==> src/common/lbw_pkg.sv <==
package lbw_pkg;

  // ----------------------------------------------------------------
  // register offsets
  // ----------------------------------------------------------------
  localparam logic [7:0] ADDR_SETUP    = 8'h04;
  localparam logic [7:0] ADDR_MAIN_CUR = 8'h05;

  // ----------------------------------------------------------------
  // power-on values and unmapped read data
  // ----------------------------------------------------------------
  localparam logic [7:0] SETUP_RST     = 8'hBA;
  localparam logic [7:0] MAIN_CUR_RST  = 8'h01;
  localparam logic [7:0] UNMAPPED_READ = 8'h00;

  // ----------------------------------------------------------------
  // third regulator voltage, in millivolts
  // ----------------------------------------------------------------
  localparam logic [1:0]  REG3_SEL_1V2  = 2'h0;
  localparam logic [1:0]  REG3_SEL_1V5  = 2'h1;
  localparam logic [1:0]  REG3_SEL_DEF  = 2'h2;
  localparam logic [1:0]  REG3_SEL_2V5  = 2'h3;
  localparam logic [11:0] REG3_MV_1V2   = 12'h4B0;
  localparam logic [11:0] REG3_MV_1V5   = 12'h5DC;
  localparam logic [11:0] REG3_MV_DEF   = 12'h708;
  localparam logic [11:0] REG3_MV_2V5   = 12'h9C4;

  // ----------------------------------------------------------------
  // step-up output, in tenths of a volt
  // ----------------------------------------------------------------
  localparam logic [7:0] STEPUP_DV_BASE = 8'h82;
  localparam logic [7:0] STEPUP_DV_STEP = 8'h05;
  localparam logic [7:0] STEPUP_DV_RST  = 8'h8C;

  // ----------------------------------------------------------------
  // main sink current, in 0.1 mA steps
  // ----------------------------------------------------------------
  localparam logic [8:0] SINK_STEPS_RST = 9'h002;
  localparam logic [8:0] SINK_STEPS_MAX = 9'h100;
  localparam logic [8:0] SINK_STEPS_MIN = 9'h001;

  // ----------------------------------------------------------------
  // field layout of the setup register, bit 7 first
  // ----------------------------------------------------------------
  typedef struct packed {
    logic reg3_volt_sel_hi;
    logic reg3_volt_sel_lo;
    logic reg1_active_discharge_en;
    logic reg2_active_discharge_en;
    logic reg3_active_discharge_en;
    logic stepup_volt_sel_b2;
    logic stepup_volt_sel_b1;
    logic stepup_volt_sel_b0;
  } lbw_setup_t;

  // decoded analog settings
  typedef struct packed {
    logic [11:0] reg3_mv;
    logic [7:0]  stepup_dv;
    logic [8:0]  sink_steps;
  } lbw_analog_t;

endpackage

==> src/core/lbw_cfg_regs.sv <==
// Behaviour
// - offset 0x04 holds regulator-3 select, three discharge enables, step-up select; resets 0xBA.
// - bits 7:6 pick regulator-3 voltage: 00 1.2V, 01 1.5V, 11 2.5V, 10 default.
// - bits 2:0 pick step-up output 13.0V plus 0.5V per code; 010 default.
// - offset 0x05 holds main LED code; current is code plus one times 0.1mA.
// - code all ones gives 25.6mA maximum, all zeros gives the minimum.
module lbw_cfg_regs (
  input  wire logic               clk_i,
  input  wire logic               rst_n_i,
  input  wire logic               reg_wr_i,
  input  wire logic               reg_rd_i,
  input  wire logic [7:0]         reg_addr_i,
  input  wire logic [7:0]         reg_wdata_i,
  output logic      [7:0]         reg_rdata_o,
  output logic                    reg_rvalid_o,
  output logic                    reg_miss_o,
  output lbw_pkg::lbw_setup_t     setup_o,
  output logic      [7:0]         main_current_code_o,
  output lbw_pkg::lbw_analog_t    analog_o
);

  // ----------------------------------------------------------------
  // address decode
  // ----------------------------------------------------------------
  logic hit_setup;
  logic hit_main;
  logic wr_setup;
  logic wr_main;

  assign hit_setup = (reg_addr_i == lbw_pkg::ADDR_SETUP);
  assign hit_main  = (reg_addr_i == lbw_pkg::ADDR_MAIN_CUR);
  assign wr_setup  = reg_wr_i && hit_setup;
  assign wr_main   = reg_wr_i && hit_main;

  // ----------------------------------------------------------------
  // storage
  // ----------------------------------------------------------------
  logic [7:0] setup_raw;

  // setup register, power-on 0xBA
  lbw_reg8 #(
    .RST_VAL (lbw_pkg::SETUP_RST)
  ) u_setup (
    .clk_i   (clk_i),
    .rst_n_i (rst_n_i),
    .we_i    (wr_setup),
    .d_i     (reg_wdata_i),
    .q_o     (setup_raw)
  );

  // main current code, power-on 0x01
  lbw_reg8 #(
    .RST_VAL (lbw_pkg::MAIN_CUR_RST)
  ) u_main (
    .clk_i   (clk_i),
    .rst_n_i (rst_n_i),
    .we_i    (wr_main),
    .d_i     (reg_wdata_i),
    .q_o     (main_current_code_o)
  );

  assign setup_o = lbw_pkg::lbw_setup_t'(setup_raw);

  // ----------------------------------------------------------------
  // read path
  // ----------------------------------------------------------------
  logic [7:0] rdata_d;
  logic [7:0] rdata_q;
  logic       rvalid_d;
  logic       rvalid_q;
  logic       miss_d;
  logic       miss_q;

  always_comb begin
    rdata_d  = rdata_q;
    rvalid_d = 1'b0;
    miss_d   = 1'b0;
    if (reg_rd_i) begin
      rvalid_d = 1'b1;
      if (hit_setup) begin
        rdata_d = setup_raw;
      end else if (hit_main) begin
        rdata_d = main_current_code_o;
      end else begin
        rdata_d = lbw_pkg::UNMAPPED_READ;
        miss_d  = 1'b1;
      end
    end else if (reg_wr_i && !hit_setup && !hit_main) begin
      miss_d = 1'b1;
    end
  end

  always_ff @(posedge clk_i) begin
    if (!rst_n_i) begin
      rdata_q  <= 8'h00;
      rvalid_q <= 1'b0;
      miss_q   <= 1'b0;
    end else begin
      rdata_q  <= rdata_d;
      rvalid_q <= rvalid_d;
      miss_q   <= miss_d;
    end
  end

  assign reg_rdata_o  = rdata_q;
  assign reg_rvalid_o = rvalid_q;
  assign reg_miss_o   = miss_q;

  // ----------------------------------------------------------------
  // decode of analog settings
  // ----------------------------------------------------------------
  lbw_pkg::lbw_analog_t analog_d;
  lbw_pkg::lbw_analog_t analog_q;
  logic [1:0]           reg3_sel;
  logic [2:0]           stepup_sel;

  assign reg3_sel   = {setup_o.reg3_volt_sel_hi, setup_o.reg3_volt_sel_lo};
  assign stepup_sel = {setup_o.stepup_volt_sel_b2, setup_o.stepup_volt_sel_b1,
                       setup_o.stepup_volt_sel_b0};

  always_comb begin
    analog_d = analog_q;
    case (reg3_sel)
      lbw_pkg::REG3_SEL_1V2: analog_d.reg3_mv = lbw_pkg::REG3_MV_1V2;
      lbw_pkg::REG3_SEL_1V5: analog_d.reg3_mv = lbw_pkg::REG3_MV_1V5;
      lbw_pkg::REG3_SEL_2V5: analog_d.reg3_mv = lbw_pkg::REG3_MV_2V5;
      default:               analog_d.reg3_mv = lbw_pkg::REG3_MV_DEF;
    endcase
    // 13.0 V plus 0.5 V per code
    analog_d.stepup_dv  = 8'(lbw_pkg::STEPUP_DV_BASE
                             + 8'(lbw_pkg::STEPUP_DV_STEP * {5'h00, stepup_sel}));
    // code plus one, in 0.1 mA steps
    analog_d.sink_steps = 9'({1'b0, main_current_code_o} + 9'h001);
  end

  always_ff @(posedge clk_i) begin
    if (!rst_n_i) begin
      analog_q.reg3_mv    <= lbw_pkg::REG3_MV_DEF;
      analog_q.stepup_dv  <= lbw_pkg::STEPUP_DV_RST;
      analog_q.sink_steps <= lbw_pkg::SINK_STEPS_RST;
    end else begin
      analog_q <= analog_d;
    end
  end

  assign analog_o = analog_q;
endmodule

==> src/core/lbw_reg8.sv <==
module lbw_reg8 #(
  parameter logic [7:0] RST_VAL = 8'h00
) (
  input  wire logic       clk_i,
  input  wire logic       rst_n_i,
  input  wire logic       we_i,
  input  wire logic [7:0] d_i,
  output logic      [7:0] q_o
);

  logic [7:0] val_d;
  logic [7:0] val_q;

  // ----------------------------------------------------------------
  // next value: load on write, else hold
  // ----------------------------------------------------------------
  always_comb begin
    val_d = val_q;
    if (we_i) begin
      val_d = d_i;
    end
  end

  always_ff @(posedge clk_i) begin
    if (!rst_n_i) begin
      val_q <= RST_VAL;
    end else begin
      val_q <= val_d;
    end
  end

  assign q_o = val_q;

endmodule

==> config.mk <==
export PLATFORM = sky130hd
export DESIGN_NAME = lbw_cfg_regs
export DESIGN_NICKNAME = d
export VERILOG_FILES = /design/src/common/lbw_pkg.sv /design/src/core/lbw_cfg_regs.sv /design/src/core/lbw_reg8.sv
export SDC_FILE = /design/constraint.sdc
export NUM_CORES = 1
export LEC_CHECK = 0
export ABC_AREA = 1
export BUFFER_PORTS_ARGS = -buffer_cell sky130_fd_sc_hd__buf_2
export CAP_MARGIN = 20
export CORE_UTILIZATION = 50
export CTS_BUF_LIST = sky130_fd_sc_hd__clkbuf_8 sky130_fd_sc_hd__clkbuf_16
export DETAILED_ROUTE_END_ITERATION = 8
export HOLD_SLACK_MARGIN = 0.1
export PLACE_DENSITY_LB_ADDON = 0.1
export SLEW_MARGIN = 0
export SYNTH_ARGS = -nofsm -noshare
export SYNTH_HDL_FRONTEND = slang
export SYNTH_SLANG_ARGS = --single-unit
==> constraint.sdc <==
create_clock -name clk_i -period 5.13 [get_ports clk_i]
set_input_delay 0 -clock clk_i [delete_from_list [all_inputs] [get_ports clk_i]]
set_output_delay 0 -clock clk_i [all_outputs]
set_load 0.02 [all_outputs]
==> results.cfg, run 1 <==
[flow_run]
drv_cap = 0

[drt]
vias = 1891
drt_iter0_markers = 125
wl_per_cell_um = 11.74
firstDrtPassIters = 4
routed_wl_mm = 4.719
drcViolationCount = 0
viasPerCell = 4.704
final_antenna_net_count = 0

[critical_path]
worstPathMaxFanout = 5
crit_type = reg2reg
worst_setup_path_start_kind = register
cp_top_family = adder cells
crit_required_ns = 5.39
cp.buffers_inverters = 1
endpoint_kind = register
max_stage_delay_ns = 0.48
critPathArrivalTime_ns = 2.02
cpMaxStageDelayCell = fa_1
cp_common_cell = ha_1
cp_cell_sequence = ha_1 -> ha_1 -> ha_1 -> fa_1 -> nand2_1 -> inv_1

[power_and_ir_drop]
p_leak_uw = 0.001405
peakVddDrop_uv = 172.9
power_density_nw_per_um2 = 273.1

[synthesis]
avgSynthCellArea_um2 = 7.689
ys.warnings.count = 0
ys_types = 29
synth_seq_cells = 50
synthCells = 275
synth_seq_area_share_pct = 47.34
netlist_area_um2 = 2115

[timing]
skew_ns = 0.007403
fmax_mhz = 568.3
rsz0062_at_grt = no
finalHoldWorstSlack_ns = 0.1154
period_share_pct = 34.30
setup_tns_ns = 0
fin_crit_ns = 1.760
finalSetupViolCount = 0
final_hold_viol_count = 0
fin_ws_ns = 3.370
slew_violations = 0

[floorplan]
start_util_pct = 52.48
row_count = 23
dieArea_um2 = 4493
pin_count = 75
die_height_um = 67.03
die_x_um = 67.03
core_um2 = 4029

[placement]
pre_cts_slack_ns = 3.397
dp.cells = 384
finalWeightedCongestion = 0.8581
io_buffers = 70
dp_hpwl_mm = 3.352
placed_cell_area_um2 = 2454

[clocking]
h-tree-depth = 2
tritoncts = yes
clk-insertion-delay-late_ns = 0.30
clockRootBuffer = clkbuf_8
clock_path_buffers = 2
cts_made_buffers = 5
cts_setup_buffers = 0
clk_pin_slew_ns = 0.09
cts_sinks = 50

[finish]
layout_common_cells = 70 x buf_2, 50 x nand2_1, 50 x dfxtp_1
drive_gt1_share_pct = 28.69
final_common_cell = buf_2
antenna_cells = 0
design_area_um2 = 2668
area_growth_pct = 26.15
fin_nets = 377
fin_cells = 402

[run_status]
status = finished clean

[global_routing]
antenna_found_initial = 0
first_global_vias = 1731
grt_overflow_total = 0
grt_max_degree = 26
grt_pass1_wl_mm = 7.969
grtUsageTotal_pct = 24.23

[min_path]
min_path_type = in2reg
-- state kept, by name, summed over array words and instances, names as in the netlist --
| signal | cells |
|---|---|
| analog_o | 24 |
| reg_miss_o | 1 |
| reg_rdata_o | 8 |
| reg_rvalid_o | 1 |
| u_main.q_o | 8 |
| u_setup.q_o | 8 |
-- per-layer routing --
| metal | up-vias | wire length (um) | global-route usage (%) |
|---|---|---|---|
| li1 | 986 | - | - |
| met3 | 7 | 239 | 5.308 |
| met5 | - | 0 | 0 |
| met2 | 65 | 2149 | 38.38 |
| met4 | 0 | 77 | 8.511 |
| met1 | 833 | 2253 | 31.97 |
-- stage by stage --
| stage | power, uW | util (%) |
|---|---|---|
| after global routing | 762.9 | 66.21 |
| final | 728.5 | 66.21 |
| after detailed placement | 455.9 | 60.90 |
| after floorplan | 440.2 | - |
| after global placement | 455.5 | 60.90 |
| after CTS | 734.9 | 66.21 |
-- path summary, 6_finish.rpt --
| kind | start | endpoint | slack [ns] | cells after the start |
|---|---|---|---|---|
| max | u_setup.q_o[2] | analog_o[13] | 3.37 | 6 |
| min | rst_n_i | u_setup.q_o[7] | 0.12 | 2 |
| min reg2reg | u_setup.q_o[0] | analog_o[9] | 0.50 | 2 |
| max reg2reg | u_setup.q_o[2] | analog_o[13] | 3.37 | 6 |
-- cells by family after synthesis --
kind of cell               share of synthesized area [%]
and+or+nand+nor                                    34.44
buffers and inverters                              11.42
DFF                                                47.34
AOI/OAI and AO/OA                                  2.544
adders and majority gates                          3.905
other                                             0.3552
-- report_power, final --
part | internal [uW] | switching, uW
logic | 21.6 | 36.4
registers | 392 | 2.13
clock network | 145 | 131
-- Yosys cell counts --
master	instances	area, um2
buf_2	2	10.01
clkbuf_1	2	7.510
or2_1	3	18.77
inv_1	33	123.9
ha_1	5	62.56
nor2_1	37	138.9
nand2_1	50	187.7
o21ai_1	2	10.01
buf_1	2	7.510
a21oi_2	1	8.760
nand3b_1	6	45.04
fa_1	1	20.02
dfxtp_1	50	1001
inv_2	6	22.52
conb_1	2	7.510
nor2_4	1	11.26
nand4_1	1	6.260
nor3_1	5	25.02
nand2_2	1	6.260
clkinv_2	1	5.000
buf_4	6	45.04
clkinv_4	1	8.760
nand3_1	37	185.2
a21oi_1	5	25.02
o21ai_0	2	10.01
buf_6	1	11.26
nor2_2	8	50.05
nor2_8	1	20.02
nand2_4	3	33.78
-- timing repair --
action | 4_1_cts | 5_1_grt
hold buffers | 10 | 0
hold endpoints to repair | 16 | 0
gates resized for setup | 0 | 0
-- layout make-up --
class | instances | area, um2
clock buffers | 5 | 68.82
clock inverters | 3 | 45.04
fillers | 365 | 1361
inverters | 41 | 160.2
multi-input cells | 173 | 879.6
flip-flops and latches | 50 | 1001
well taps | 50 | 62.56
repair buffers | 80 | 450.4
(Power assumes the default switching activity.)
==> run 2, diff against run 1 <==
--- a/config.mk
+++ b/config.mk
@@ -8,7 +8,7 @@
 export ABC_AREA = 1
 export BUFFER_PORTS_ARGS = -buffer_cell sky130_fd_sc_hd__buf_2
 export CAP_MARGIN = 20
-export CORE_UTILIZATION = 50
+export CORE_UTILIZATION = 44
 export CTS_BUF_LIST = sky130_fd_sc_hd__clkbuf_8 sky130_fd_sc_hd__clkbuf_16
 export DETAILED_ROUTE_END_ITERATION = 8
 export HOLD_SLACK_MARGIN = 0.1
==> constraint.sdc (replaced) <==
create_clock -name clk_i -period 1.42 [get_ports clk_i]
set_input_delay 0 -clock clk_i [delete_from_list [all_inputs] [get_ports clk_i]]
set_output_delay 0 -clock clk_i [all_outputs]
set_load 0.02 [all_outputs]
==> results.cfg, run 2 (synthesized netlist as in run 1, its figures left out) <==
[run_status]
status = finished, violations left
violations = DRC, setup timing

[power_and_ir_drop]
p_leak_uw = 0.001435
power_density_nw_per_um2 = 906.4
peakVddDrop_uv = 383.0

[timing]
slew_violations = 0
finalSetupViolCount = 2
rsz0062_at_grt = yes
final_hold_viol_count = 0
fin_crit_ns = 1.505
skew_ns = 0.009917
fmax_mhz = 664.5
setup_tns_ns = -0.09905
fin_ws_ns = -0.08479
period_share_pct = 106.0

[clocking]
cts_made_buffers = 5
h-tree-depth = 2
clk_pin_slew_ns = 0.09
clockRootBuffer = clkbuf_8
cts_sinks = 50
tritoncts = yes
clk-insertion-delay-late_ns = 0.30
cts_setup_buffers = 0
clock_path_buffers = 2

[floorplan]
core_um2 = 4474
row_count = 24
die_x_um = 71.33
die_height_um = 71.33
start_util_pct = 47.26
pin_count = 75
dieArea_um2 = 5087

[drt]
firstDrtPassIters = 6
viasPerCell = 4.590
final_antenna_net_count = 0
routed_wl_mm = 4.632
drt_iter0_markers = 75
wl_per_cell_um = 11.30
vias = 1882
drcViolationCount = 5

[finish]
fillCellCount = 410
largest_reg_flops = 24
antenna_cells = 0
drive_gt1_share_pct = 32.12
area_growth_pct = 30.24
fin_nets = 383
fin_util_pct = 61.55
final_common_cell = buf_2
layout_common_cells = 70 x buf_2, 50 x nand2_1, 46 x dfxtp_1

[global_routing]
grt_max_degree = 25
grt_pass1_wl_mm = 7.652
grt_util_met1_pct = 25.13
grtUsageTotal_pct = 19.57
use_met3_pct = 5.063
antenna_found_initial = 0
grt.busiest_layer = met2
use_met2_pct = 31.32
grt_overflow_total = 0
first_global_vias = 1647

[placement]
io_buffers = 70
dp_hpwl_mm = 3.352
finalWeightedCongestion = 0.8165

[critical_path]
endpoint_kind = register
worstPathMaxFanout = 2
crit_type = reg2reg
crit_required_ns = 1.67
worst_setup_path_start_kind = register
critPathArrivalTime_ns = 1.76
regToRegSetupSlack_ns = -0.08

[min_path]
min_path_type = in2reg

[flow_run]
drv_cap = 0
## run 2: cell count changes in the layout (fill, tap and decap cells not counted), sizes merged
cell	before	now
bufinv	1	0
clkinv	2	3
clkinvlp	2	1
buf	70	76
clkbuf	5	6
## run 2: area by class of cell
cell class                 instances  area (um2)  area share, %
multi-input combinational        173       929.6          33.76
inverter                          41       160.2          5.816
clock inverter                     2       12.51         0.4543
sequential                        50        1008          36.62
tap                               52       65.06          2.363
timing repair buffer              86       495.5          17.99
clock buffer                       6       82.58          2.999
## run 2: critical path, stage by stage (launching register included)
cell	delay (ns)
dfxtp_2	0.35
ha_4	0.24
ha_4	0.16
ha_4	0.15
fa_1	0.47
nand2_1	0.05
inv_1	0.05
## run 2: repair_timing
action                                  CTS  global route
gates resized for setup                   0             1
hold buffers                             10             0
pin swaps                                 1             0
endpoints found under the setup margin    2             4
hold endpoints to repair                 19             0
## run 2: report_power, final
group          internal [uW]  switching [uW]
registers               1420            7.30
logic                   82.5             134
clock network            392             465
total                   1890             606
## run 2: final timing paths
check,start,end,cells past startpoint
worst max-delay path,u_setup.q_o[0],analog_o[13],6
worst min-delay path,reg_wr_i,u_main.q_o[0],3
worst max register to register,u_setup.q_o[0],analog_o[13],6
worst min register to register,u_main.q_o[0],analog_o[0],1
## run 2: layer usage
layer,part of all wire [%],up-vias
met5,0,-
li1,-,1001
met4,1.5,0
met3,5.3,6
met2,46,56
met1,47,819
## run 2: metrics by stage
stage               hold slack [ns]  area [um2]  instances  setup slack, ns  power [uW]
finish                       0.1281        2754        410         -0.08479        2496
global route                 0.1325        2754        410          -0.1478        2598
CTS                          0.1336        2753        410         -0.08949        2510
detailed placement           0.2204        2557        392         -0.08827        1650
global placement             0.2250        2557        392         -0.08099        1650
floorplan                    0.1132        2178        277          -0.1228        1589
